File: config.mk
export PLATFORM = sky130hd
export DESIGN_NAME = sfs_slave_frame
export DESIGN_NICKNAME = d
export VERILOG_FILES = /design/src/verilog/sfs_pkg.sv /design/src/verilog/sfs_check16.sv /design/src/verilog/sfs_buf2.sv /design/src/verilog/sfs_slave_frame.sv
export VERILOG_INCLUDE_DIRS = /design/src /design/src/verilog
export SDC_FILE = /design/constraint.sdc
export NUM_CORES = 1
export LEC_CHECK = 0
export BUFFER_PORTS_ARGS = -buffer_cell sky130_fd_sc_hd__buf_2
export CORE_ASPECT_RATIO = 0.6
export CORE_MARGIN = 1.5
export CORE_UTILIZATION = 35
export CTS_BUF_LIST = sky130_fd_sc_hd__clkbuf_8
export DETAILED_ROUTE_END_ITERATION = 8
export GPL_TIMING_DRIVEN = 0
export HOLD_SLACK_MARGIN = 0.02
export SETUP_SLACK_MARGIN = 0.1
export SYNTH_ARGS = -nofsm -noshare
export SYNTH_HDL_FRONTEND = slang
export SYNTH_SLANG_ARGS = --single-unit
File: constraint.sdc
create_clock -name clk -period 4.5 [get_ports clk]
set_clock_uncertainty 0.1 [all_clocks]
set_input_delay 0.675 -clock clk [delete_from_list [all_inputs] [get_ports clk]]
set_output_delay 0.675 -clock clk [all_outputs]
set_load 0.01 [all_outputs]
File: src/verilog/sfs_defs.svh
`ifndef SFS_DEFS_SVH
`define SFS_DEFS_SVH
// Frame layout: octet count and octet positions.
`define SFS_FRAME_OCTETS   7
`define SFS_OCT_CMD        3'h0
`define SFS_OCT_PAY0       3'h1
`define SFS_OCT_PAY1       3'h2
`define SFS_OCT_CHK_LO     3'h3
`define SFS_OCT_CHK_HI     3'h4
`define SFS_OCT_CONN_LO    3'h5
`define SFS_OCT_CONN_HI    3'h6
// Command octet: kind in the high nibble, sequence in the low nibble.
`define SFS_KIND_RESET     4'h0
`define SFS_KIND_SESSION   4'h1
`define SFS_KIND_PARAM     4'h2
`define SFS_KIND_DATA      4'h3
// Control and status word bit positions in byte zero.
`define SFS_BIT_TORQUE     0
`define SFS_BIT_STOP       1
`define SFS_BIT_FAULT      7
`define SFS_WORD_MASK      16'h0083
`define SFS_CTRL_RESET     16'h0000
// Check value generator and seed.
`define SFS_CHECK_POLY     16'h1021
`define SFS_CHECK_SEED     16'hFFFF
// Timing in milliseconds and the clock rate in kHz.
`define SFS_CLK_KHZ        50000
`define SFS_DEV_ACK_MS     70
`define SFS_WATCHDOG_MS    250
`define SFS_STOP_MS        1000
`endif

File: src/verilog/sfs_pkg.sv
package sfs_pkg;
    // Received or transmitted frame, fields in wire order.
    typedef struct packed {
        logic [7:0]  cmd;
        logic [15:0] payload;
        logic [15:0] check;
        logic [15:0] connId;
    } frame_type;

    // Connection life cycle.
    typedef enum logic [1:0] {
        ST_SESSION,
        ST_PARAM,
        ST_EXCHANGE
    } state_type;
endpackage

File: src/verilog/sfs_check16.sv
`timescale 1ns/1ps
`include "sfs_defs.svh"
// Folds one octet into a 16-bit check value, most significant bit first.
module sfs_check16 #(
    parameter logic [15:0] POLY = `SFS_CHECK_POLY
) (
    input  wire logic [15:0] crcIn,
    input  wire logic [7:0]  octet,
    output logic      [15:0] crcOut
);
    // Bitwise shift of eight data bits through the register.
    always_comb
    begin
        logic [15:0] c;
        c = crcIn;
        for (int i = 7; i >= 0; i--)
        begin
            if (c[15] ^ octet[i])
                c = {c[14:0], 1'b0} ^ POLY;
            else
                c = {c[14:0], 1'b0};
        end
        crcOut = c;
    end
endmodule

File: src/verilog/sfs_buf2.sv
`timescale 1ns/1ps
// Two-entry buffer; inReady comes from a flip-flop, outValid is decoded from count_q.
module sfs_buf2 #(
    parameter int WIDTH = 8
) (
    input  wire logic             clk,
    input  wire logic             rstn,
    input  wire logic             inValid,
    input  wire logic [WIDTH-1:0] inData,
    output logic                  inReady,
    output logic                  outValid,
    output logic      [WIDTH-1:0] outData,
    input  wire logic             outReady
);
    logic [WIDTH-1:0] mem_q [2];
    logic             rdPtr_q;
    logic             wrPtr_q;
    logic [1:0]       count_q;
    logic             push;
    logic             pop;

    // Handshakes on both sides.
    assign push     = inValid && inReady;
    assign pop      = outValid && outReady;
    assign outValid = (count_q != 2'h0);
    assign outData  = mem_q[rdPtr_q];

    // Storage and pointers.
    always_ff @(posedge clk or negedge rstn)
    begin
        if (!rstn)
        begin
            rdPtr_q <= 1'b0;
            wrPtr_q <= 1'b0;
            count_q <= 2'h0;
            inReady <= 1'b1;
        end
        else
        begin
            if (push)
            begin
                wrPtr_q <= ~wrPtr_q;
            end
            if (pop)
            begin
                rdPtr_q <= ~rdPtr_q;
            end
            count_q <= count_q + {1'b0, push} - {1'b0, pop};
            inReady <= (count_q + {1'b0, push} - {1'b0, pop}) != 2'h2;
        end
    end

    // Data array, written on push only.
    always_ff @(posedge clk)
    begin
        if (push)
        begin
            mem_q[wrPtr_q] <= inData;
        end
    end
endmodule

File: src/verilog/sfs_slave_frame.sv
`timescale 1ns/1ps
`include "sfs_defs.svh"
// What this block does
// [RULE1] Seven octets: command, two payload, check low/high, connection id low/high.
// [RULE2] Connection id in octets five and six must match our own.
// [RULE3] Session number must match, otherwise the connection is refused.
// [RULE4] Sequence numbers are tracked; any gap or repeat is a fault; checked only in ST_EXCHANGE, not during start-up.
// [RULE5] Watchdog per cycle; expiry without a valid frame enters safe state.
// [RULE6] Check value verified on receive and generated on transmit.
// [RULE7] Start-up parameters compared with local values before data exchange.
// [RULE8] Master slave address must equal our destination address.
// [RULE9] Master maps payload bits identically to our telegram.
// [RULE10] Reply is ready well inside the device acknowledgment time.
// [RULE11] Master sets watchdog slightly above the summed round trip.
// [RULE12] Too short a watchdog still trips to safe state with a fault.
// [RULE13] Worst delay stays in bound; watchdog at least the recommended minimum.
// [RULE14] Control bit 0 low requests torque off.
// [RULE15] Control bit 1 low requests the timed stop.
// [RULE16] Unsupported control and status bits are zero.
// [RULE17] Falling edge of control bit 7 acknowledges the fault buffer.
// [RULE18] Status bit 0 high whenever torque is removed, from any source.
// [RULE19] Status bit 1 high while the timed stop runs, from any source.
// [RULE20] Status bit 7 high while any safety fault is present.
// [RULE21] Byte zero follows the drive profile, byte one is maker-specific.
// [RULE22] Current control and status words are readable outputs.
// [RULE23] Timed stop timer starts on request, stops and resets on release.
// [RULE24] Timer expiry with request held removes torque at once.
// [RULE25] Bad frames are discarded; torque removed and fault set.
module sfs_slave_frame #(
    parameter int WATCHDOG_MS = `SFS_WATCHDOG_MS,
    parameter int WD_CYCLES   = WATCHDOG_MS * `SFS_CLK_KHZ,
    parameter int STOP_MS     = `SFS_STOP_MS,
    parameter int STOP_CYCLES = STOP_MS * `SFS_CLK_KHZ
) (
    input  wire logic        clk,
    input  wire logic        rstn,
    input  wire logic        rxValid,
    input  wire logic [7:0]  rxData,
    output logic             rxReady,
    output logic             txValid_q,
    output logic      [7:0]  txData_q,
    input  wire logic        txReady,
    input  wire logic [15:0] ownConnId,
    input  wire logic [15:0] ownSession,
    input  wire logic [15:0] localParams,
    input  wire logic        diTorqueOff,
    input  wire logic        diStop,
    input  wire logic        extFault,
    output logic             torqueRemoved_q,
    output logic             linkUp_q,
    output logic      [15:0] ctrlWord_q,
    output logic      [15:0] statusWord_q,
    output logic             faultAcked_q
);
    // ------------------------------------------------------------
    // Declarations
    // ------------------------------------------------------------
    localparam int ACK_CYCLES = `SFS_DEV_ACK_MS * `SFS_CLK_KHZ;

    sfs_pkg::state_type state_q;
    sfs_pkg::frame_type rx_q;
    sfs_pkg::frame_type tx_q;
    logic        bufValid;
    logic [7:0]  bufData;
    logic        bufReady;
    logic [2:0]  rxIdx_q;
    logic [15:0] rxCrc_q;
    logic [15:0] rxCrcNext;
    logic [3:0]  rxSeq_q;
    logic [3:0]  txSeq_q;
    logic [2:0]  txIdx_q;
    logic        txBusy_q;
    logic [31:0] wdCount_q;
    logic [31:0] stopCount_q;
    logic        stopExpired_q;
    logic        faultLatched_q;
    logic        ackBit_q;
    logic [2:0]  diTorqueSync_q;
    logic [2:0]  diStopSync_q;
    logic [2:0]  extFaultSync_q;
    logic        lastOctet;
    logic        frameGood;
    logic        frameBad;
    logic        wdExpired;
    logic        stopReq;
    logic        torqueOffNow;
    logic [7:0]  kind;
    logic [15:0] txCrc1;
    logic [15:0] txCrc2;
    logic [15:0] txCrc3;
    logic [15:0] replyStatus;

    // ------------------------------------------------------------
    // Input path
    // ------------------------------------------------------------
    // Two-entry buffer; the parser stalls while a reply is being sent.
    sfs_buf2 #(
        .WIDTH (8)
    ) u_rxBuf (
        .clk      (clk),
        .rstn     (rstn),
        .inValid  (rxValid),
        .inData   (rxData),
        .inReady  (rxReady),
        .outValid (bufValid),
        .outData  (bufData),
        .outReady (bufReady)
    );

    assign bufReady  = !txBusy_q;
    assign lastOctet = bufValid && bufReady && (rxIdx_q == `SFS_OCT_CONN_HI);
    assign kind      = {4'h0, rx_q.cmd[7:4]};

    // Pin inputs pass three flip-flops; bit 0 is the first stage.
    always_ff @(posedge clk or negedge rstn)
    begin
        if (!rstn)
        begin
            diTorqueSync_q <= 3'h0;
            diStopSync_q   <= 3'h0;
            extFaultSync_q <= 3'h0;
        end
        else
        begin
            diTorqueSync_q <= {diTorqueSync_q[1:0], diTorqueOff};
            diStopSync_q   <= {diStopSync_q[1:0], diStop};
            extFaultSync_q <= {extFaultSync_q[1:0], extFault};
        end
    end

    // ------------------------------------------------------------
    // Frame capture
    // ------------------------------------------------------------
    // [RULE6] Receive check update
    sfs_check16 u_rxCheck (
        .crcIn  (rxIdx_q == `SFS_OCT_CMD ? `SFS_CHECK_SEED : rxCrc_q),
        .octet  (bufData),
        .crcOut (rxCrcNext)
    );

    // [RULE1] Octet order capture
    always_ff @(posedge clk or negedge rstn)
    begin
        if (!rstn)
        begin
            rxIdx_q <= 3'h0;
            rxCrc_q <= 16'h0000;
            rx_q    <= '0;
        end
        else if (bufValid && bufReady)
        begin
            rxIdx_q <= lastOctet ? 3'h0 : rxIdx_q + 3'h1;
            unique case (rxIdx_q)
                `SFS_OCT_CMD:     rx_q.cmd            <= bufData;
                `SFS_OCT_PAY0:    rx_q.payload[7:0]   <= bufData;
                `SFS_OCT_PAY1:    rx_q.payload[15:8]  <= bufData;
                `SFS_OCT_CHK_LO:  rx_q.check[7:0]     <= bufData;
                `SFS_OCT_CHK_HI:  rx_q.check[15:8]    <= bufData;
                `SFS_OCT_CONN_LO: rx_q.connId[7:0]    <= bufData;
                default:          rx_q.connId[15:8]   <= bufData;
            endcase
            if (rxIdx_q <= `SFS_OCT_PAY1)
            begin
                rxCrc_q <= rxCrcNext;
            end
        end
    end

    // Verdict on the completed frame, taken with its last octet.
    always_comb
    begin
        frameGood = 1'b0;
        frameBad  = 1'b0;
        if (lastOctet)
        begin
            // [RULE6] Check value compare
            // [RULE2] Connection id compare
            // [RULE4] Sequence compare
            if (rx_q.check != rxCrc_q || {bufData, rx_q.connId[7:0]} != ownConnId
                || (state_q == sfs_pkg::ST_EXCHANGE && rx_q.cmd[3:0] != rxSeq_q))
                frameBad = 1'b1;
            // [RULE3] Session compare
            else if (kind == {4'h0, `SFS_KIND_SESSION} && rx_q.payload != ownSession)
                frameBad = 1'b1;
            // [RULE7] Parameter compare
            else if (kind == {4'h0, `SFS_KIND_PARAM} && rx_q.payload != localParams)
                frameBad = 1'b1;
            else
                frameGood = 1'b1;
        end
    end

    // ------------------------------------------------------------
    // Connection state
    // ------------------------------------------------------------
    // [RULE5] Watchdog expiry
    // [RULE12] Short watchdog trips
    assign wdExpired = (state_q == sfs_pkg::ST_EXCHANGE) && (wdCount_q == 32'h0000_0000);

    // Start-up walks session then parameters, then exchanges data.
    always_ff @(posedge clk or negedge rstn)
    begin
        if (!rstn)
        begin
            state_q <= sfs_pkg::ST_SESSION;
            rxSeq_q <= 4'h0;
        end
        else if (frameBad || wdExpired)
        begin
            // [RULE25] Fall back to start-up
            state_q <= sfs_pkg::ST_SESSION;
        end
        else if (frameGood)
        begin
            rxSeq_q <= rx_q.cmd[3:0] + 4'h1;
            unique case (state_q)
                sfs_pkg::ST_SESSION:
                    if (kind == {4'h0, `SFS_KIND_SESSION})
                        state_q <= sfs_pkg::ST_PARAM;
                sfs_pkg::ST_PARAM:
                    if (kind == {4'h0, `SFS_KIND_PARAM})
                        state_q <= sfs_pkg::ST_EXCHANGE;
                    else if (kind == {4'h0, `SFS_KIND_RESET})
                        state_q <= sfs_pkg::ST_SESSION;
                sfs_pkg::ST_EXCHANGE:
                    if (kind != {4'h0, `SFS_KIND_DATA})
                        state_q <= sfs_pkg::ST_SESSION;
            endcase
        end
    end

    // [RULE5] Watchdog reload
    always_ff @(posedge clk or negedge rstn)
    begin
        if (!rstn)
        begin
            wdCount_q <= 32'h0000_0000;
        end
        else if (frameGood || state_q != sfs_pkg::ST_EXCHANGE)
        begin
            wdCount_q <= 32'(WD_CYCLES);
        end
        else if (wdCount_q != 32'h0000_0000)
        begin
            wdCount_q <= wdCount_q - 32'h0000_0001;
        end
    end

    // Control word updates only from accepted data frames.
    always_ff @(posedge clk or negedge rstn)
    begin
        if (!rstn)
        begin
            ctrlWord_q <= `SFS_CTRL_RESET;
        end
        else if (frameBad || wdExpired || state_q != sfs_pkg::ST_EXCHANGE)
        begin
            // [RULE25] Safe control word
            ctrlWord_q <= `SFS_CTRL_RESET;
        end
        else if (frameGood && state_q == sfs_pkg::ST_EXCHANGE
                 && kind == {4'h0, `SFS_KIND_DATA})
        begin
            // [RULE16] Unsupported bits cleared
            ctrlWord_q <= rx_q.payload & `SFS_WORD_MASK;
        end
    end

    // ------------------------------------------------------------
    // Safety functions
    // ------------------------------------------------------------
    // [RULE15] Zero-active stop bit
    assign stopReq = (linkUp_q && !ctrlWord_q[`SFS_BIT_STOP]) || diStopSync_q[2];

    // [RULE23] Timer start and reset
    always_ff @(posedge clk or negedge rstn)
    begin
        if (!rstn)
        begin
            stopCount_q   <= 32'h0000_0000;
            stopExpired_q <= 1'b0;
        end
        else if (!stopReq)
        begin
            stopCount_q   <= 32'h0000_0000;
            stopExpired_q <= 1'b0;
        end
        else if (stopCount_q == 32'(STOP_CYCLES - 1))
        begin
            stopExpired_q <= 1'b1;
        end
        else
        begin
            stopCount_q <= stopCount_q + 32'h0000_0001;
        end
    end

    // [RULE14] Zero-active torque bit
    // [RULE24] Expiry removes torque
    // [RULE18] Any source removes torque
    assign torqueOffNow = !linkUp_q || !ctrlWord_q[`SFS_BIT_TORQUE]
                          || diTorqueSync_q[2] || stopExpired_q || faultLatched_q;

    // [RULE20] Fault latch, set wins
    // [RULE17] Falling edge acknowledge
    always_ff @(posedge clk or negedge rstn)
    begin
        if (!rstn)
        begin
            faultLatched_q <= 1'b0;
            faultAcked_q   <= 1'b0;
            ackBit_q       <= 1'b0;
        end
        else
        begin
            ackBit_q <= ctrlWord_q[`SFS_BIT_FAULT];
            if (frameBad || wdExpired || extFaultSync_q[2])
            begin
                faultLatched_q <= 1'b1;
            end
            else if (ackBit_q && !ctrlWord_q[`SFS_BIT_FAULT])
            begin
                faultAcked_q   <= faultLatched_q;
                faultLatched_q <= 1'b0;
            end
        end
    end

    // [RULE19] Stop active from any source
    // [RULE21] Profile bits in byte zero
    // [RULE22] Readable words
    assign replyStatus = {8'h00, faultLatched_q, 5'b00000, stopReq && !stopExpired_q,
                          torqueOffNow};

    always_ff @(posedge clk or negedge rstn)
    begin
        if (!rstn)
        begin
            statusWord_q    <= 16'h0001;
            torqueRemoved_q <= 1'b1;
            linkUp_q        <= 1'b0;
        end
        else
        begin
            statusWord_q    <= replyStatus;
            torqueRemoved_q <= torqueOffNow;
            linkUp_q        <= (state_q == sfs_pkg::ST_EXCHANGE) && !frameBad && !wdExpired;
        end
    end

    // ------------------------------------------------------------
    // Reply path
    // ------------------------------------------------------------
    // [RULE6] Transmit check chain
    sfs_check16 u_txCheck0 (
        .crcIn  (`SFS_CHECK_SEED),
        .octet  ({rx_q.cmd[7:4], txSeq_q}),
        .crcOut (txCrc1)
    );
    sfs_check16 u_txCheck1 (
        .crcIn  (txCrc1),
        .octet  (statusWord_q[7:0]),
        .crcOut (txCrc2)
    );
    sfs_check16 u_txCheck2 (
        .crcIn  (txCrc2),
        .octet  (statusWord_q[15:8]),
        .crcOut (txCrc3)
    );

    // [RULE10] Reply loaded next cycle
    always_ff @(posedge clk or negedge rstn)
    begin
        if (!rstn)
        begin
            tx_q      <= '0;
            txSeq_q   <= 4'h0;
            txIdx_q   <= 3'h0;
            txBusy_q  <= 1'b0;
            txValid_q <= 1'b0;
            txData_q  <= 8'h00;
        end
        else if (!txBusy_q && frameGood)
        begin
            tx_q      <= '{cmd: {rx_q.cmd[7:4], txSeq_q}, payload: statusWord_q,
                           check: txCrc3, connId: ownConnId};
            txSeq_q   <= txSeq_q + 4'h1;
            txIdx_q   <= 3'h0;
            txBusy_q  <= 1'b1;
            txValid_q <= 1'b1;
            txData_q  <= {rx_q.cmd[7:4], txSeq_q};
        end
        else if (txValid_q && txReady)
        begin
            // [RULE1] Transmit octet order
            txIdx_q <= txIdx_q + 3'h1;
            unique case (txIdx_q)
                `SFS_OCT_CMD:     txData_q <= tx_q.payload[7:0];
                `SFS_OCT_PAY0:    txData_q <= tx_q.payload[15:8];
                `SFS_OCT_PAY1:    txData_q <= tx_q.check[7:0];
                `SFS_OCT_CHK_LO:  txData_q <= tx_q.check[15:8];
                `SFS_OCT_CHK_HI:  txData_q <= tx_q.connId[7:0];
                `SFS_OCT_CONN_LO: txData_q <= tx_q.connId[15:8];
                default:          txData_q <= 8'h00;
            endcase
            if (txIdx_q == `SFS_OCT_CONN_HI)
            begin
                txBusy_q  <= 1'b0;
                txValid_q <= 1'b0;
            end
        end
    end

    // Acknowledgment budget in cycles, kept for reference by users.
    logic unusedAck;
    assign unusedAck = (ACK_CYCLES > 0);
endmodule

==> results of run 1 <==
power by group through the flow:
stage               registers [W]  clock network [W]  logic, W
CTS                       0.00278            0.00184   0.00252
global placement          0.00280                  0   0.00245
finish                    0.00278            0.00180   0.00250
floorplan                 0.00273                  0   0.00193
detailed placement        0.00282                  0   0.00250
global route              0.00283            0.00195   0.00282
Yosys cell counts (all sizes together), types with 16 or more instances:
| library cell | count | area [sq um] |
|---|---|---|
| a21oi | 44 | 220.2 |
| buf | 37 | 276.5 |
| clkbuf | 40 | 150.1 |
| dfrtp | 211 | 5280 |
| edfxtp | 16 | 480.5 |
| ha | 21 | 262.8 |
| inv | 20 | 75.07 |
| mux2 | 40 | 450.4 |
| nand2 | 97 | 364.1 |
| nand3 | 42 | 215.2 |
| nand4 | 25 | 156.4 |
| nor2 | 121 | 454.2 |
| nor3 | 20 | 100.1 |
| nor4 | 18 | 118.9 |
| o21ai | 60 | 300.3 |
| xnor2 | 155 | 1358 |
| xor2 | 44 | 385.4 |
cells by family after synthesis:
| kind of cell | Yosys count |
|---|---|
| AOI/OAI and AO/OA | 135 |
| adders and majority gates | 21 |
| DFF | 229 |
| xor gates and xnor gates | 199 |
| and+or+nand+nor | 369 |
| muxes | 51 |
| other | 1 |
| buffers and inverters | 97 |
area by class of cell:
cell class | count | share of cell area
inverter | 20 | 0.005640
buffer | 77 | 0.03205
clock inverter | 19 | 0.007520
multi-input combinational | 801 | 0.3956
clock buffer | 45 | 0.04653
sequential | 229 | 0.4367
tap | 424 | 0.03985
timing repair buffer | 84 | 0.03609
per-layer routing:
metal / vias up / track usage / part of all wire
li1: 4000 / - / -
met1: 4057 / 0.2855 / 0.54
met2: 274 / 0.2184 / 0.37
met3: 39 / 0.04207 / 0.079
met4: 2 / 0.03711 / 0.013
met5: - / 0 / 0.00045
worst register-to-register path: cells and delay by family, from the launching register on:
| kind | cells | cell delay [ps] |
|---|---|---|
| buffers and inverters | 4 | 980 |
| AOI/OAI and AO/OA | 1 | 140 |
| DFF | 1 | 340 |
| xor gates and xnor gates | 1 | 140 |
| muxes | 1 | 590 |
| and+or+nand+nor | 3 | 1170 |
layout by cell type (no fill, tap or decap), types with 4 or more instances in the layout:
cell type,n
edfxtp_1,16
o221ai_1,6
buf_4,32
nand4_1,25
conb_1,26
nand2_1,97
xnor2_1,155
or4_1,9
ha_1,21
and2_1,4
mux2_1,10
a21oi_1,44
xor2_1,44
nor2_1,121
o21ai_0,59
nor4_1,17
clkbuf_1,40
nor3_1,20
inv_1,34
a211oi_1,6
mux2i_4,8
dfrtp_1,211
and3_1,11
a22oi_1,4
nand3_1,41
buf_2,82
clkbuf_8,45
or3_1,6
mux2_2,30
through the flow:
stage	hold WS (ps)	TNS, ps	worst slack, ps
6_report	147.2	0	916.0
5_1_grt	113.8	0	688.5
4_1_cts	121.4	0	932.6
2_1_floorplan	231.2	0	1798
3_5_place_dp	234.7	0	928.2
3_3_place_gp	235.2	-237070	-1152
state kept, by name, indices dropped and copies added (netlist names), 2 cells and up:
signal           cells
txIdx_q              3
u_rxBuf.mem_q       16
u_rxBuf.count_q      2
stopCount_q         32
tx_q                35
rx_q                44
diTorqueSync_q       3
kind                 4
txSeq_q              4
diStopSync_q         3
wdCount_q           32
txData_q             8
rxSeq_q              4
state_q              2
rxCrc_q             16
statusWord_q         3
extFaultSync_q       3
ctrlWord_q           3
rxIdx_q              3
worst paths after layout:
| kind | start | slack (ps) | cells past startpoint | to |
|---|---|---|---|---|
| setup reg to reg | u_rxBuf.rdPtr_q$_DFFE_PN0P_ | 920 | 10 | txData_q[6]$_DFFE_PN0P_ |
| setup / recovery | u_rxBuf.rdPtr_q$_DFFE_PN0P_ | 920 | 10 | txData_q[6]$_DFFE_PN0P_ |
| hold / removal | extFault | 150 | 1 | extFaultSync_q[0]$_DFF_PN0_ |
| hold reg to reg | diStopSync_q[0]$_DFF_PN0_ | 250 | 0 | diStopSync_q[1]$_DFF_PN0_ |
| min in group asynchronous | rstn | 410 | 2 | txIdx_q[1]$_DFFE_PN0P_ |
| max in group asynchronous | rstn | 2680 | 4 | stopCount_q[6]$_DFFE_PN0P_ |
==> metrics.md, run 1 <==
| Metric | Value |
|---|---|
| Vias in the first global route | `~8000` |
| DRT iter0 DRCs | `slightly above 800` |
| Hpwl dp | `around 21000 um` |
| RSZ-0062 raised after global routing | `false` |
| Post-Place Cell Area | `~13000 sq um` |
| Max-slew violations | `0` |
| All-layer global routing usage | `0.1732` |
| CP startpoint kind | `flip-flop` |
| Combinational share of power | `0.353` |
| Finish-stage setup viols | `0` |
| Core Rows | `between 50 and 60` |
| Least-Margin Pin Slew | `just under 900 ps` |
| Layout cell share with drive strength beyond 1 | `0.1671` |
| CTS HTree Levels | `2` |
| Clock latency on the worst-skew pair | `approximately 540 ps` |
| Peak supply drop | `0.0002528 V` |
| Core Area | `about 32000 sq um` |
| Mapped Cells | `approximately 1100` |
| Seq cells post-synth | `229` |
| Crit-path slowest cell | `mux2i_4` |
| CTS Hold Bufs | `1` |
| Post-route DRC | `0` |
| Global-route wire length before repair | `approximately 46000 um` |
| Port-buffer cells | `~80` |
| Antenna Violating Nets Remaining | `0` |
| Syn. warnings | `0` |
| Clock power frac | `0.254` |
| Number of CTS-inserted buffers | `37` |
| P_leak | `roughly 5.7 nW` |
| Worst hold-check path type | `in -> reg` |
| Crit-path most repeated cell | `buf_4` |
| Max Freq | `~0.28 GHz` |
| Sequential Power Share | `0.393` |
| Non-Filler Instances | `roughly 1700` |
| Relative slew slack | `0.4033` |
| Footprint of the multi-input gates | `~5300 sq um` |
| Synth Flop Type | `dfrtp_1` |
| Compound-cell area share of the yosys netlist | `0.06764` |
| Drt pass-1 iters | `7` |
| Vias per inst | `between 4 and 5` |
| Drt wl/cell | `between 15 and 20 um` |
| Max stage delay on crit path | `~580 ps` |
| Pint | `between 0.004 and 0.005 W` |
| Post-route cell area | `approximately 13000 sq um` |
| Post-Synthesis Cell Area | `~11000 sq um` |
| Reg clk slew, reported paths | `roughly 60 ps` |
| CTS tree | `done` |
| Min cycle time layout | `approximately 3600 ps` |
| Ports | `between 100 and 150` |
| Synth-to-layout area growth | `15.88%` |
| Adder-cell share of the synthesized area | `0.02287` |
| Max Fanout on Critical Path | `10` |
| Overall Power | `slightly above 0.007 W` |
| Hold Fails Final Rpt | `0` |
| CP endpoint kind | `flip-flop` |
| Max-cap viol count | `0` |
| PD cells | `approximately 530 nW/um^2` |
| Initial antenna violation count | `3` |
| Syn_area_per_cell | `between 10 and 15 sq um` |
| Switching Fraction | `0.3620` |
| Register area | `between 5000 and 6000 sq um` |
| Clk buf depth | `3` |
| Clk root buf | `clkbuf_8` |
| Worst path cell trace | `buf_6 -> mux2i_4 -> xnor2_1 -> nor4_1 -> nand4_1 -> nor4_1 -> buf_4 -> buf_4 -> buf_4 -> o221ai_1` |
| Sequential-to-total area share from yosys stat | `0.5060` |
| Routed wire length | `28660 um` |
| Initial core utilization | `0.3551` |
| Net Sw Power | `0.002565 W` |
| Async S/R FF share, synth | `0.9301` |
| Detailed-route via count | `between 8000 and 9000` |
| Cts repair resizes | `0` |
| Crit path max-delay family | `simple AND/OR/NAND/NOR gates` |
| Status | `finished, final reports clean` |
| CTS Sinks | `229` |
| Synth cell types | `between 50 and 60` |
| Die area | `between 30000 and 40000 sq um` |
| Placed cell count | `~1600` |
| Worst path required time | `between 4000 and 5000 ps` |
| Kind of critical path | `reg -> reg` |
| Final period util | `0.7965` |
| Die width | `~240 um` |
| Post-synthesis mux area share | `0.05751` |
| EDFF count, synth | `16` |
| CP arrival | `3880 ps` |
| Fillers | `roughly 3200` |
| Routability cong. | `between 0.8 and 0.9` |
| Synth Area in Simple Gates | `0.1502` |
| Largest net degree at the start of global routing | `118` |
| Gr ovfl total | `0` |
| Post-CTS Setup Bufs | `0` |
| XOR/XNOR Fraction of Synth Area | `0.1517` |
| Worst Path Buf+Inv | `4` |
| Final core utilization | `0.4115` |
| Main combinational cell family by area after synthesis | `XOR/XNOR gates` |
| Die height | `about 140 um` |
| Diode count | `0` |
| Layout Nets | `1334` |
No activity file was read; power rests on OpenSTA's default activity.
==> inputs of run 2 (changes only) <==
==> constraint.sdc (replaced) <==
create_clock -name clk -period 3.35 [get_ports clk]
set_clock_uncertainty 0.1 [all_clocks]
set_input_delay 0.5025 -clock clk [delete_from_list [all_inputs] [get_ports clk]]
set_output_delay 0.5025 -clock clk [all_outputs]
set_load 0.01 [all_outputs]
==> metrics.md, run 2 (same netlist as run 1, synthesis figures left out) <==
| Metric | Value |
|---|---|
| Die height | `143.3 um (unchanged)` |
| Global Route met2 Usage | `0.2209 (was 0.2184)` |
| Die width | `236.9 um (unchanged)` |
| Least-Margin Pin Slew | `913.2 ps (was 886.9 ps)` |
| M1 GR Usage | `0.2923 (was 0.2855)` |
| Initial antenna violation count | `4 (was 3)` |
| Vias per inst | `4.939 (was 4.928)` |
| Biggest regs | `rx_q x44, tx_q x35 (unchanged)` |
| Worst r2r src | `u_rxBuf.rdPtr_q$_DFFE_PN0P_ (unchanged)` |
| CP arrival | `3500 ps (was 3880 ps)` |
| Worst hold slack | `62.63 ps (was 147.2 ps)` |
| CTS HTree Levels | `2 (unchanged)` |
| Min cycle time layout | `3157 ps (was 3584 ps)` |
| Post-route DRC | `0 (unchanged)` |
| Max-cap viol count | `0 (unchanged)` |
| Drt pass-1 iters | `5 (was 7)` |
| Worst R2R Path Depth | `11 (was 10)` |
| Clk root buf | `clkbuf_8 (unchanged)` |
| Routability cong. | `0.8713 (unchanged)` |
| Detailed-route via count | `8505 (was 8372)` |
| Antenna Violating Nets Remaining | `0 (unchanged)` |
| Worst hold-check path type | `in -> reg (unchanged)` |
| Global routing's busiest layer | `met1 (unchanged)` |
| Commonest non-fill, non-tap cell in the layout | `dfrtp_1 (unchanged)` |
| Max-slew violations | `0 (unchanged)` |
| Clk buf depth | `3 (unchanged)` |
| Worst reg2reg endpoint | `txData_q[4]$_DFFE_PN0P_ (was txData_q[6]$_DFFE_PN0P_)` |
| Vias in the first global route | `7999 (was 7958)` |
| Reg with most FFs | `rx_q (unchanged)` |
| Status | `finished, final reports clean (unchanged)` |
| PD cells | `720.5 nW/um^2 (was 532.4 nW/um^2)` |
| Met3 Usage GRT | `0.04552 (was 0.04207)` |
| Final core utilization | `0.4192 (was 0.4115)` |
| Flop2flop setup slack | `190 ps (was 920 ps)` |
| CP endpoint kind | `flip-flop (unchanged)` |
| Final period util | `0.9423 (was 0.7965)` |
| CP endpoint | `txData_q[4]$_DFFE_PN0P_ (was txData_q[6]$_DFFE_PN0P_)` |
| Port-buffer cells | `81 (unchanged)` |
| Peak supply drop | `0.0003474 V (was 0.0002528 V)` |
| Clock latency on the worst-skew pair | `540 ps (about the same)` |
| Hpwl dp | `21010 um (unchanged)` |
| Initial core utilization | `0.3551 (unchanged)` |
| Layout Nets | `1356 (was 1334)` |
| Gr ovfl total | `0 (unchanged)` |
| CTS tree | `done (unchanged)` |
| Ports | `108 (unchanged)` |
| Layout cell share with drive strength beyond 1 | `0.1812 (was 0.1671)` |
| Max reg flops | `44 (unchanged)` |
| Global-route wire length before repair | `46350 um (was 45670 um)` |
| Max Freq | `0.3168 GHz (was 0.2790 GHz)` |
| Hold Fails Final Rpt | `0 (unchanged)` |
| Drt wl/cell | `17.08 um (was 16.87 um)` |
| Largest net degree at the start of global routing | `118 (unchanged)` |
| CP Launch Point | `u_rxBuf.rdPtr_q$_DFFE_PN0P_ (unchanged)` |
| Routed wire length | `29420 um (was 28660 um)` |
| Reg clk slew, reported paths | `70 ps (was 60 ps)` |
| Number of CTS-inserted buffers | `37 (unchanged)` |
| Finish-stage setup viols | `0 (unchanged)` |
| Commonest cells after routing, fill and taps aside | `dfrtp_1 (211), xnor2_1 (155), nor2_1 (121) (unchanged)` |
| Worst path required time | `3690 ps (was 4800 ps)` |
| Relative slew slack | `0.3856 (was 0.4033)` |
| Core Area | `32350 sq um (unchanged)` |
| CTS Sinks | `229 (unchanged)` |
| CP startpoint kind | `flip-flop (unchanged)` |
| Die area | `33950 sq um (unchanged)` |
| Max Fanout on Critical Path | `10 (unchanged)` |
| All-layer global routing usage | `0.1770 (was 0.1732)` |
| Kind of critical path | `reg -> reg (unchanged)` |
| RSZ-0062 raised after global routing | `true (was false)` |
| Synth-to-layout area growth | `18.06% (was 15.88%)` |
| DRT iter0 DRCs | `839 (was 828)` |
| Placed cell count | `1634 (unchanged)` |
| P_leak | `5.829 nW (was 5.704 nW)` |
| Overall Power | `0.009771 W (was 0.007086 W)` |
| Setup TNS | `0 ps (unchanged)` |
| Core Rows | `51 (unchanged)` |
| Non-Filler Instances | `1722 (was 1699)` |
[run 2: cell types whose count changed in the layout (fill, tap and decap cells not counted), moves of 2 or more]
cell,previous run,this run
buf_4,32,46
buf_12,0,4
dlygate4sd3_1,1,4
nor4_1,17,15
[run 2: area by class of cell]
class,instances,area [sq um]
fill,3133,18790
inverter,20,75.07
clock inverter,19,100.1
sequential,229,5813
tap,424,530.5
timing repair buffer,106,690.7
clock buffer,45,619.3
multi-input combinational,801,5288
buffer,77,442.9
antenna,1,2.502
[run 2: worst max-delay path, stage by stage, from the launching register on]
cell and delay [ps]:
dfrtp_1 370, buf_12 180, mux2i_4 400, xnor2_1 130, nor4_2 320, nand4_1 300, nor4_2 390, buf_4 230
buf_4 120, buf_2 230, nand2_1 130, o221ai_1 130
[run 2: report_power, final]
part	internal (W)	switching (W)	leakage [nW]
clock network	0.00129	0.00114	0.423
logic	0.00163	0.00198	2.53
registers	0.00331	0.000437	2.88
[run 2: timing repair]
action | CTS | global route
hold endpoints to repair | 46 | 0
resized for setup | 1 | 8
buffers inserted | 6 | 13
pin swaps | 2 | 2
setup endpoints to repair | 77 | 55
hold buffers | 4 | 0
[run 2: through the flow]
stage / cell area [sq um] / setup WS (ps)
after floorplan: 11580 / 648.4
after global placement: 12520 / -2130
after detailed placement: 12580 / -221.8
after CTS: 13390 / 129.7
after global routing: 13560 / -4.947
final: 13560 / 193.3
[run 2: worst min-delay path by stage]
stage                                         start                             to  slack [ps]  cells after the start
after detailed placement                       rstn            tx_q[6]$_DFFE_PN0P_         210                      1
after global placement    diStopSync_q[0]$_DFF_PN0_      diStopSync_q[1]$_DFF_PN0_         240                      0
final                                     rxData[7]  u_rxBuf.mem_q[1][7]$_DFFE_PP_          60                      1
after global routing                      rxData[7]  u_rxBuf.mem_q[1][7]$_DFFE_PP_          40                      1
after CTS                                 rxData[7]  u_rxBuf.mem_q[0][7]$_DFFE_PP_          30                      1
after floorplan                                rstn             ackBit_q$_DFF_PN0_         110                      0
[run 2: per-layer routing]
layer	vias to the layer above	part of all wire
met4	2	0.012
met3	38	0.086
met2	300	0.36
met1	4115	0.54
li1	4050	-
met5	-	0.00044
